[config.mk]
export PLATFORM = sky130hd
export DESIGN_NAME = current_dac_update_control
export DESIGN_NICKNAME = d
export VERILOG_FILES = /design/src/dac_pkg.sv /design/src/dac_channel.sv /design/src/current_dac_update_control.sv
export VERILOG_INCLUDE_DIRS = /design/src
export SDC_FILE = /design/constraint.sdc
export NUM_CORES = 1
export LEC_CHECK = 0
export BUFFER_PORTS_ARGS = -buffer_cell sky130_fd_sc_hd__buf_2
export CAP_MARGIN = 20
export CORE_ASPECT_RATIO = 1.2
export CORE_UTILIZATION = 60
export DETAILED_ROUTE_END_ITERATION = 8
export GPL_TIMING_DRIVEN = 0
export HOLD_SLACK_MARGIN = 0.05
export PLACE_DENSITY = 0.9
export SLEW_MARGIN = 10
export SYNTH_ARGS = -nofsm -noshare
export SYNTH_HDL_FRONTEND = slang
export SYNTH_SLANG_ARGS = --single-unit
export TNS_END_PERCENT = 100
[constraint.sdc]
create_clock -name ref_clk -period 3 [get_ports ref_clk]
set_clock_uncertainty 0.1 [all_clocks]
set_input_delay 0.15 -clock ref_clk [delete_from_list [all_inputs] [get_ports ref_clk]]
set_output_delay 0.15 -clock ref_clk [all_outputs]
set_load 0.01 [all_outputs]
[src/dac_consts.svh]
`ifndef DAC_CONSTS_SVH
`define DAC_CONSTS_SVH

`define SFR_DAC0_CONTROL 8'hB9
`define SFR_DAC0_DATA_HIGH 8'h97
`define SFR_DAC0_DATA_LOW 8'h96
`define SFR_DAC1_CONTROL 8'hB5
`define SFR_DAC1_DATA_HIGH 8'hF5
`define SFR_DAC1_DATA_LOW 8'hF4

`define CONTROL_RESET 8'h73
`define DATA_RESET 8'h00
`define CONTROL_WRITE_MASK 8'hF7

`define BIT_ENABLE 7
`define FIELD_SOURCE_HI 6
`define FIELD_SOURCE_LO 4
`define BIT_RIGHT_JUSTIFY 2
`define FIELD_RANGE_HI 1
`define FIELD_RANGE_LO 0

`define SRC_TIMER0 3'h0
`define SRC_TIMER1 3'h1
`define SRC_TIMER2 3'h2
`define SRC_TIMER3 3'h3
`define SRC_STROBE_RISE 3'h4
`define SRC_STROBE_FALL 3'h5
`define SRC_STROBE_ANY 3'h6
`define SRC_ON_DEMAND 3'h7

`endif

[src/dac_pkg.sv]
package dac_pkg;
    typedef logic [7:0] sfr_byte_t;
    typedef logic [11:0] dac_word_t;
    typedef logic [2:0] update_source_t;
    typedef logic [1:0] range_t;
endpackage

[src/dac_channel.sv]
`timescale 1ns/1ps
`default_nettype none
`include "dac_consts.svh"

module dac_channel
    import dac_pkg::*;
(
    input wire logic ref_clk,
    input wire logic sys_rst,
    input wire logic control_write,
    input wire logic high_write,
    input wire logic low_write,
    input wire dac_pkg::sfr_byte_t write_data,
    input wire logic [3:0] timer_overflow,
    input wire logic strobe_rise,
    input wire logic strobe_fall,
    output dac_pkg::sfr_byte_t control_value,
    output dac_pkg::sfr_byte_t high_value,
    output dac_pkg::sfr_byte_t low_value,
    output dac_pkg::dac_word_t converter_word,
    output logic channel_enable,
    output dac_pkg::range_t full_scale_range
);
    import dac_pkg::*;

    typedef struct packed {
        sfr_byte_t control;
        sfr_byte_t high;
        sfr_byte_t low;
        dac_word_t latch;
    } chan_state_t;

    chan_state_t state_reg;
    chan_state_t state_next;
    update_source_t source;
    logic update_event;

    // Builds the 12-bit word from the two bytes in the chosen placement.
    function automatic dac_word_t assemble(input logic rj, input sfr_byte_t hi, input sfr_byte_t lo);
        dac_word_t w;
        if (rj)
        begin
            w = {hi[3:0], lo}; // RL11
        end
        else
        begin
            w = {hi, lo[7:4]}; // RL10
        end
        return w;
    endfunction

    assign source = state_reg.control[`FIELD_SOURCE_HI:`FIELD_SOURCE_LO];

    always_comb
    begin
        case (source)
            `SRC_TIMER0, `SRC_TIMER1, `SRC_TIMER2, `SRC_TIMER3:
                update_event = timer_overflow[source[1:0]]; // RL2 RL7
            `SRC_STROBE_RISE: update_event = strobe_rise; // RL3 RL9
            `SRC_STROBE_FALL: update_event = strobe_fall; // RL3 RL9
            `SRC_STROBE_ANY: update_event = strobe_rise | strobe_fall; // RL3 RL9
            default: update_event = high_write; // RL4 RL5
        endcase
    end

    always_comb
    begin
        logic rj;
        sfr_byte_t hi;
        sfr_byte_t lo;
        rj = state_reg.control[`BIT_RIGHT_JUSTIFY]; // RL12
        hi = state_reg.high;
        lo = state_reg.low;
        state_next = state_reg;
        if (control_write)
        begin
            state_next.control = write_data & `CONTROL_WRITE_MASK; // RL14
        end
        if (high_write)
        begin
            state_next.high = write_data;
        end
        if (low_write)
        begin
            state_next.low = write_data; // RL5
        end
        hi = state_next.high;
        lo = state_next.low;
        if (update_event)
        begin
            state_next.latch = assemble(rj, hi, lo); // RL7 RL9
        end
        if (sys_rst)
        begin
            state_next.control = `CONTROL_RESET;
            state_next.high = `DATA_RESET;
            state_next.low = `DATA_RESET;
            state_next.latch = '0;
        end
    end

    always_ff @(posedge ref_clk)
    begin
        state_reg <= state_next;
    end

    assign control_value = state_reg.control;
    // Unused nibbles read as zero in the chosen placement.
    assign high_value = state_reg.control[`BIT_RIGHT_JUSTIFY]
        ? {4'h0, state_reg.high[3:0]} : state_reg.high; // RL16
    assign low_value = state_reg.control[`BIT_RIGHT_JUSTIFY]
        ? state_reg.low : {state_reg.low[7:4], 4'h0}; // RL16
    assign converter_word = state_reg.latch;
    assign channel_enable = state_reg.control[`BIT_ENABLE]; // RL1
    assign full_scale_range = state_reg.control[`FIELD_RANGE_HI:`FIELD_RANGE_LO]; // RL13

endmodule
`default_nettype wire

[src/current_dac_update_control.sv]
// How it works
// RL1: Two 12-bit channels, each enabled by bit 7.
// RL2: Source codes 000-011 pick timers zero to three.
// RL3: Codes 100/101/110 pick strobe rise/fall/either edge.
// RL4: Code 111 default: high byte write updates.
// RL5: On-demand low write held until high write.
// RL6: Software writes low byte before high byte.
// RL7: Timer modes hold both bytes until overflow.
// RL8: Timers two/three use low or high overflow.
// RL9: Strobe modes hold bytes until selected edge.
// RL10: Left: D11-D4 high, D3-D0 low upper nibble.
// RL11: Right: D11-D8 high nibble, D7-D0 low byte.
// RL12: Control bit 2 selects right justification.
// RL13: Bits 1-0 select range, default 2 mA.
// RL14: Reserved bit 3 reads zero, written zero.
// RL15: Eight-bit use: preset low, write high only.
// RL16: Unused data nibbles read as zero.
// RL17: Either channel enabled disables pin driver, pullup.
// RL18: Strobe synchronised, edges give one-cycle pulses.
`timescale 1ns/1ps
`default_nettype none
`include "dac_consts.svh"

module current_dac_update_control
    import dac_pkg::*;
(
    input wire logic ref_clk,
    input wire logic sys_rst,
    input wire dac_pkg::sfr_byte_t sfr_addr,
    input wire dac_pkg::sfr_byte_t sfr_wdata,
    input wire logic sfr_write,
    input wire logic sfr_read,
    output dac_pkg::sfr_byte_t sfr_rdata,
    output logic sfr_hit,
    input wire logic timer0_overflow,
    input wire logic timer1_overflow,
    input wire logic timer2_low_overflow,
    input wire logic timer2_high_overflow,
    input wire logic timer2_split_8bit,
    input wire logic timer3_low_overflow,
    input wire logic timer3_high_overflow,
    input wire logic timer3_split_8bit,
    input wire logic external_convert_strobe,
    output dac_pkg::dac_word_t dac_channel_zero_word,
    output dac_pkg::dac_word_t dac_channel_one_word,
    output logic dac_channel_zero_enable,
    output logic dac_channel_one_enable,
    output dac_pkg::range_t dac_channel_zero_range,
    output dac_pkg::range_t dac_channel_one_range,
    output logic pin_driver_disable
);
    import dac_pkg::*;

    // ****************************************************************
    // Strobe synchroniser and edge detector
    // ****************************************************************
    typedef struct packed {
        logic sync1;
        logic sync2;
        logic prev;
        sfr_byte_t rdata;
        logic hit;
    } top_state_t;

    top_state_t state_reg;
    top_state_t state_next;
    logic strobe_rise;
    logic strobe_fall;
    logic [3:0] timer_overflow;
    sfr_byte_t ctl0, hi0, lo0, ctl1, hi1, lo1;

    assign strobe_rise = state_reg.sync2 & ~state_reg.prev; // RL18
    assign strobe_fall = ~state_reg.sync2 & state_reg.prev; // RL18

    // ****************************************************************
    // Timer overflow selection
    // ****************************************************************
    assign timer_overflow[0] = timer0_overflow;
    assign timer_overflow[1] = timer1_overflow;
    assign timer_overflow[2] = timer2_split_8bit ? timer2_low_overflow
        : timer2_high_overflow; // RL8
    assign timer_overflow[3] = timer3_split_8bit ? timer3_low_overflow
        : timer3_high_overflow; // RL8

    // ****************************************************************
    // Channels
    // ****************************************************************
    dac_channel u_chan0 (
        .ref_clk(ref_clk),
        .sys_rst(sys_rst),
        .control_write(sfr_write && sfr_addr == `SFR_DAC0_CONTROL),
        .high_write(sfr_write && sfr_addr == `SFR_DAC0_DATA_HIGH),
        .low_write(sfr_write && sfr_addr == `SFR_DAC0_DATA_LOW),
        .write_data(sfr_wdata),
        .timer_overflow(timer_overflow),
        .strobe_rise(strobe_rise),
        .strobe_fall(strobe_fall),
        .control_value(ctl0),
        .high_value(hi0),
        .low_value(lo0),
        .converter_word(dac_channel_zero_word),
        .channel_enable(dac_channel_zero_enable),
        .full_scale_range(dac_channel_zero_range)
    );

    dac_channel u_chan1 (
        .ref_clk(ref_clk),
        .sys_rst(sys_rst),
        .control_write(sfr_write && sfr_addr == `SFR_DAC1_CONTROL),
        .high_write(sfr_write && sfr_addr == `SFR_DAC1_DATA_HIGH),
        .low_write(sfr_write && sfr_addr == `SFR_DAC1_DATA_LOW),
        .write_data(sfr_wdata),
        .timer_overflow(timer_overflow),
        .strobe_rise(strobe_rise),
        .strobe_fall(strobe_fall),
        .control_value(ctl1),
        .high_value(hi1),
        .low_value(lo1),
        .converter_word(dac_channel_one_word),
        .channel_enable(dac_channel_one_enable),
        .full_scale_range(dac_channel_one_range)
    );

    assign pin_driver_disable = dac_channel_zero_enable | dac_channel_one_enable; // RL17

    // ****************************************************************
    // Register read path and state
    // ****************************************************************
    always_comb
    begin
        state_next = state_reg;
        state_next.sync1 = external_convert_strobe;
        state_next.sync2 = state_reg.sync1;
        state_next.prev = state_reg.sync2;
        state_next.hit = 1'b0;
        state_next.rdata = 8'h00;
        if (sfr_read)
        begin
            state_next.hit = 1'b1;
            case (sfr_addr)
                `SFR_DAC0_CONTROL: state_next.rdata = ctl0; // RL14
                `SFR_DAC0_DATA_HIGH: state_next.rdata = hi0;
                `SFR_DAC0_DATA_LOW: state_next.rdata = lo0;
                `SFR_DAC1_CONTROL: state_next.rdata = ctl1; // RL14
                `SFR_DAC1_DATA_HIGH: state_next.rdata = hi1;
                `SFR_DAC1_DATA_LOW: state_next.rdata = lo1;
                default: state_next.hit = 1'b0;
            endcase
        end
        if (sys_rst)
        begin
            state_next = '0;
        end
    end

    always_ff @(posedge ref_clk)
    begin
        state_reg <= state_next;
    end

    assign sfr_rdata = state_reg.rdata;
    assign sfr_hit = state_reg.hit;

endmodule
`default_nettype wire

==> results of run 1 <==
==> path summary, 6_finish.rpt <==
path | startpoint | end | depth (start not counted)
min | sfr_wdata[4] | u_chan1.state_reg[24] | 3
min reg2reg | state_reg[11] | state_reg[10] | 1
max | state_reg[10] | u_chan0.converter_word[7] | 8
max reg2reg | state_reg[10] | u_chan0.converter_word[7] | 8
==> layer usage <==
metal	track usage, %	vias up	routed length, µm
met1	40.1	1690	4480
met4	15.7	0	418
met2	56.8	185	5260
li1	-	1683	-
met5	0	-	0
met3	6.13	38	808
==> report_power, final <==
group / internal, µW / switching (µW)
clock network: 563 / 433
registers: 1090 / 1.71
logic: 43.3 / 74.2
total: 1700 / 509
==> cells by family after synthesis <==
group / count (synthesis) / synth area share [%]
buffers and inverters: 71 / 10.7
adders and majority gates: 2 / 0.629
AOI/OAI and AO/OA: 94 / 19.0
muxes: 47 / 12.2
and+or+nand+nor: 132 / 16.2
DFF: 82 / 41.3
==> final cells by class <==
cell class	instances	area (µm²)
well taps	85	106
repair buffers	74	405
clock buffers	9	124
clock inverters	7	124
plain buffers	61	387
fillers	493	1670
multi-input cells	275	1910
inverters	10	37.5
flip-flops and latches	82	1640
==> layout by cell type, fill, tap and decap left out, types with 2 or more instances in the layout <==
cell,Yosys,layout
a211o_1,10,10
a21oi_1,20,20
a221oi_1,4,4
a22o_1,13,13
a22o_2,6,6
a22oi_1,16,16
a31oi_1,3,3
a32o_1,2,2
a32o_2,2,2
a32oi_1,3,3
and3_1,2,2
and3b_1,2,2
and4b_1,2,2
buf_2,5,72
buf_4,38,38
bufinv_16,0,3
clkbuf_1,16,16
clkbuf_8,0,9
dfxtp_1,82,82
dlygate4sd3_1,0,7
ha_1,2,2
inv_1,10,10
inv_6,0,2
mux2_2,3,3
mux2i_1,43,43
nand2_1,30,30
nand2b_1,2,2
nand3_1,8,8
nand3b_1,2,2
nand4_1,5,5
nand4b_1,2,2
nor2_1,54,54
nor2b_1,7,7
nor3_1,5,5
o221a_2,2,2
o22ai_1,4,4
o32ai_1,2,2
or3b_2,3,3
==> critical path, stage by stage (launching register included) <==
cell	delay, ps
dfxtp_1	350
inv_1	60
ha_1	190
mux4_2	480
nor2_1	100
a311o_1	200
nor2b_1	240
buf_2	260
a22o_1	170
==> stage by stage <==
| step | setup WS (ps) | cells | hold WS [ps] | power, µW |
|---|---|---|---|---|
| after floorplan | 1070 | 428 | 178 | 1170 |
| after global placement | 884 | 580 | 259 | 1220 |
| after detailed placement | 844 | 580 | 272 | 1220 |
| after CTS | 811 | 603 | 50.7 | 2200 |
| after global routing | 668 | 603 | 67.1 | 2260 |
| final | 789 | 603 | 66.8 | 2210 |
==> repair_timing <==
action | CTS | global route
hold buffers | 7 | 0
buffers inserted | 0 | 0
resized for setup | 0 | 0
hold endpoints to repair | 7 | 0
==> flow_metrics.tcl, run 1 <==
set metrics [dict create \
    die_area_um2 6960 \
    portBuffers 67 \
    dpl_cell_area_um2 4420 \
    ios 69 \
    tns_ps 0 \
    cts_root_buffer "clkbuf_8" \
    cts_tree "yes" \
    cp_max_fo 10 \
    drtAntennaViolNets 0 \
    path_class "reg -> reg" \
    clkLatencyLatePin_ps 350 \
    gp_congestion 0.967 \
    dieWidth_um 76.3 \
    synth_common_cells "dfxtp_1, nor2_1, mux2i_1, buf_4, nand2_1" \
    cp.required_ps 3200 \
    dr_total_vias 3596 \
    yosysMostFrequentCell "dfxtp_1" \
    syn_inst 428 \
    hpwl_um 8050 \
    crit_arrival_ps 2410 \
    rsz0062_at_grt "no" \
    synth.area.top_cells "dfxtp_1, mux2i_1, buf_4, nor2_1, a22oi_1" \
    ys.flop_type "dfxtp_1" \
    yosysTopAreaCellShare_pct 41.3 \
    grt.total_usage_pct 33.2 \
    drc 0 \
    p_leak_uw 0.00209 \
    drive_gt1_share_pct 29.9 \
    firstDrtPassIters 6 \
    yosysUniqueCellTypes 52 \
    hold_viol 0 \
    synth_area_leader_cell "dfxtp_1" \
    via_per_inst 5.96 \
    clkSlewWorstSetupHoldPaths_ps 90 \
    wl_um 11000 \
    p_per_area_nw_per_um2 465 \
    finalSetupViolCount 0 \
    cp-end-kind "flip-flop" \
    maxSlewViolCount 0 \
    numCtsBuffers 9 \
    grt_max_degree 16 \
    cts_sinks 82 \
    timing.slew.headroom_pct 38.1 \
    yosysWarnings 0 \
    initial_utilization_pct 62.1 \
    final_core_util_pct 74.0 \
    postLayoutCellArea_um2 4740 \
    hp-class "in -> reg" \
    ys_ff_latch 82 \
    fmax_mhz 452 \
    wl_per_cell_um 18.2 \
    status "completed" \
    grt_pass1_wl_um 18000 \
    syn_to_final_growth_pct 19.1 \
    vdd_drop_max_mv 0.410 \
    diodes 0 \
    startpoint_type "flip-flop" \
    floorplan.die.height_um 91.2 \
    rows 32 \
    syn-cell-area_um2 3980 \
    grt_pass1_vias 3581 \
    syn_area_per_cell_um2 9.30 \
    fin_crit_sh_pct 73.7 \
    maxCapViolations 0 \
    synth_nets 459 \
    timing.final.crit_period_ps 2210 \
    core_area_um2 6410 \
    synth.yosys.seq_area_share_pct 41.3 \
    nets 544 \
    cts_max_level 3 \
    tightest_slew_ps 926 \
    antenna_found_initial 0 \
    r2r_slack_ps 790 \
    cts_max_path_buffers 2 \
    overflow 0 \
    async_flop_share_pct 0 \
    drtIter0Drc 311 \
    synth-edff-count 0 \
]
No activity file was read; power rests on OpenSTA's default activity.
==> run 2: changes to the inputs <==
--- a/config.mk
+++ b/config.mk
@@ -9,11 +9,11 @@
 export BUFFER_PORTS_ARGS = -buffer_cell sky130_fd_sc_hd__buf_2
 export CAP_MARGIN = 20
 export CORE_ASPECT_RATIO = 1.2
-export CORE_UTILIZATION = 60
+export CORE_UTILIZATION = 50
 export DETAILED_ROUTE_END_ITERATION = 8
 export GPL_TIMING_DRIVEN = 0
 export HOLD_SLACK_MARGIN = 0.05
-export PLACE_DENSITY = 0.9
+export PLACE_DENSITY = 0.8
 export SLEW_MARGIN = 10
 export SYNTH_ARGS = -nofsm -noshare
 export SYNTH_HDL_FRONTEND = slang
==> constraint.sdc (replaced) <==
create_clock -name ref_clk -period 2 [get_ports ref_clk]
set_clock_uncertainty 0.1 [all_clocks]
set_input_delay 0.1 -clock ref_clk [delete_from_list [all_inputs] [get_ports ref_clk]]
set_output_delay 0.1 -clock ref_clk [all_outputs]
set_load 0.01 [all_outputs]
==> run 2 against run 1 <==
The flow now finishes with violations (negative setup slack); non-clock buffer count rose by 9; hold slack improved by 32 ps; flip-flop and latch count did not move; clock power rose by 42%; sequential power rose by 50%; critical path type unchanged; largest power group unchanged.
==> flow_metrics.tcl, run 2 (synthesized netlist as in run 1, its figures left out) <==
set metrics [dict create \
    dp_cells 587 \
    hpwl_um 8080 \
    initial_utilization_pct 51.6 \
    r2r_slack_ps -100 \
    worst_slack_ps -102 \
    cp_max_fo 5 \
    wl_um 11500 \
    fillers 664 \
    grt_pass1_vias 3505 \
    multi_input_area_um2 1970 \
    tightest_slew_ps 1000 \
    p_per_area_nw_per_um2 661 \
    layout_common_cells "dfxtp_1, buf_2, nor2_1" \
    portBuffers 67 \
    drtIter0Drc 392 \
    timing.rr.end "u_chan0.converter_word[6]" \
    startpoint_type "flip-flop" \
    final_common_cell "dfxtp_1" \
    timing.slew.headroom_pct 33.2 \
    r2r_start "state_reg[9]" \
    reg2reg_depth 8 \
    p_clk_share_pct 43.6 \
    tns_ps -1110 \
    final_core_util_pct 63.7 \
    grt.total_usage_pct 28.3 \
    hp-class "in -> reg" \
    critPathBufInv 2 \
    cp-end-kind "flip-flop" \
    rows 35 \
    gp_congestion 0.918 \
    cts_root_buffer "clkbuf_8" \
    final_cells 619 \
    cts_max_path_buffers 2 \
    drtAntennaViolNets 0 \
    dieWidth_um 83.4 \
    maxSlewViolCount 0 \
    ios 69 \
    p_switching_uw 761 \
    overflow 0 \
    crit_chain "inv_2 -> ha_2 -> mux4_2 -> nor2_1 -> a311o_1 -> nor2b_4 -> buf_6 -> a22o_1" \
    rsz0062_at_grt "yes" \
    postLayoutCellArea_um2 4910 \
    die_area_um2 8320 \
    timing.final.crit_period_ps 2100 \
    seq_power_share_pct 50.3 \
    p_int_uw 2480 \
    hold_viol 0 \
    grt_pass1_wl_um 18200 \
    drive_gt1_share_pct 33.4 \
    floorplan.die.height_um 99.7 \
    violations "negative setup slack" \
    cp_slowest_cell "mux4_2" \
    maxCapViolations 0 \
    finalSetupViolCount 12 \
    fmax_mhz 476 \
    holdPathEnd "u_chan1.control_value[0]" \
    dpl_cell_area_um2 4430 \
    clkSlewWorstSetupHoldPaths_ps 90 \
    path_delay_family "multiplexers" \
    numCtsBuffers 9 \
    clkLatencyLatePin_ps 370 \
    combinationalPowerShare_pct 6.1 \
    hp-start "sfr_write" \
    wl_per_cell_um 18.7 \
    drc 0 \
    cp.required_ps 2210 \
    core_area_um2 7710 \
    seq_area_um2 1660 \
    p_sw_share_pct 23.4 \
    via_per_inst 5.88 \
    p_leak_uw 0.00215 \
    path_class "reg -> reg" \
    firstDrtPassIters 5 \
    slowest_delay_ps 460 \
    grt_max_degree 15 \
    cts_max_level 3 \
    whs_path_depth 4 \
    syn_to_final_growth_pct 23.3 \
    fin_crit_sh_pct 105 \
    nets 553 \
    status "finished, violations left" \
    vdd_drop_max_mv 0.603 \
    crit_arrival_ps 2310 \
    cts_sinks 82 \
    p_total_uw 3250 \
    cts_tree "yes" \
    antenna_found_initial 0 \
    diodes 0 \
    dr_total_vias 3642 \
]
[run 2: changes by cell type in the layout (fill, tap and decap cells not counted), sizes merged]
cell	previous run	this run
dlygate4sd3	7	9
inv	13	11
clkbuf	26	27
buf	111	119
bufinv	3	2
clkinvlp	0	1
[run 2: worst register-to-register path: cells and delay by family (launching register included)]
family                   cells  cell delay, ps
buffers and inverters        2             180
adder cells (fa/ha/maj)      1             170
multiplexers                 1             460
AND/OR/NAND/NOR              2             370
AO/OA/AOI/OAI                2             400
flip-flops                   1             370
[run 2: through the flow]
stage                     hold WS [ps]  setup slack, ps
after detailed placement           251             -157
after global placement             211             -207
after global routing               143             -151
after floorplan                    128             67.7
final                             98.7             -102
after CTS                         89.2            -62.4
[run 2: how the worst max path moves through the flow]
stage	endpoint	depth (start not counted)	from
floorplan	u_chan1.converter_word[2]	7	u_chan1.control_value[6]
global placement	sfr_rdata[2]	7	sfr_addr[5]
detailed placement	u_chan0.converter_word[3]	8	state_reg[9]
CTS	u_chan0.converter_word[3]	8	state_reg[10]
global route	u_chan0.converter_word[6]	8	state_reg[9]
finish	u_chan0.converter_word[6]	8	state_reg[9]
[run 2: per-layer routing]
| metal | GRT usage [%] | vias to the layer above | wire [µm] |
|---|---|---|---|
| li1 | - | 1699 | - |
| met1 | 34.8 | 1751 | 4730 |
| met3 | 4.07 | 33 | 677 |
| met4 | 15.4 | 0 | 432 |
| met5 | 0 | - | 0 |
| met2 | 48.2 | 159 | 5710 |
[run 2: power by group through the flow]
stage          sequential (µW)  clock [µW]  combinational, µW
2_1_floorplan             1680           0               80.9
3_3_place_gp              1680           0                161
3_5_place_dp              1680           0                163
4_1_cts                   1640        1410                190
5_1_grt                   1630        1480                211
6_report                  1630        1410                198
[run 2: cell type report]
class	count	area share [%]
multi-input cells	275	40.2
clock buffers	11	3.09
inverters	10	0.765
flip-flops and latches	82	33.8
plain buffers	60	8.03
repair buffers	84	10.0
clock inverters	5	1.73
well taps	92	2.35
[run 2: repair_timing]
action / 4_1_cts / 5_1_grt
resized for setup: 23 / 10
pin swaps: 12 / 5
cloned: 2 / 0
hold buffers: 9 / 0
endpoints found under the setup margin: 23 / 23
setup buffers: 3 / 4
endpoints found under the hold margin: 24 / 0
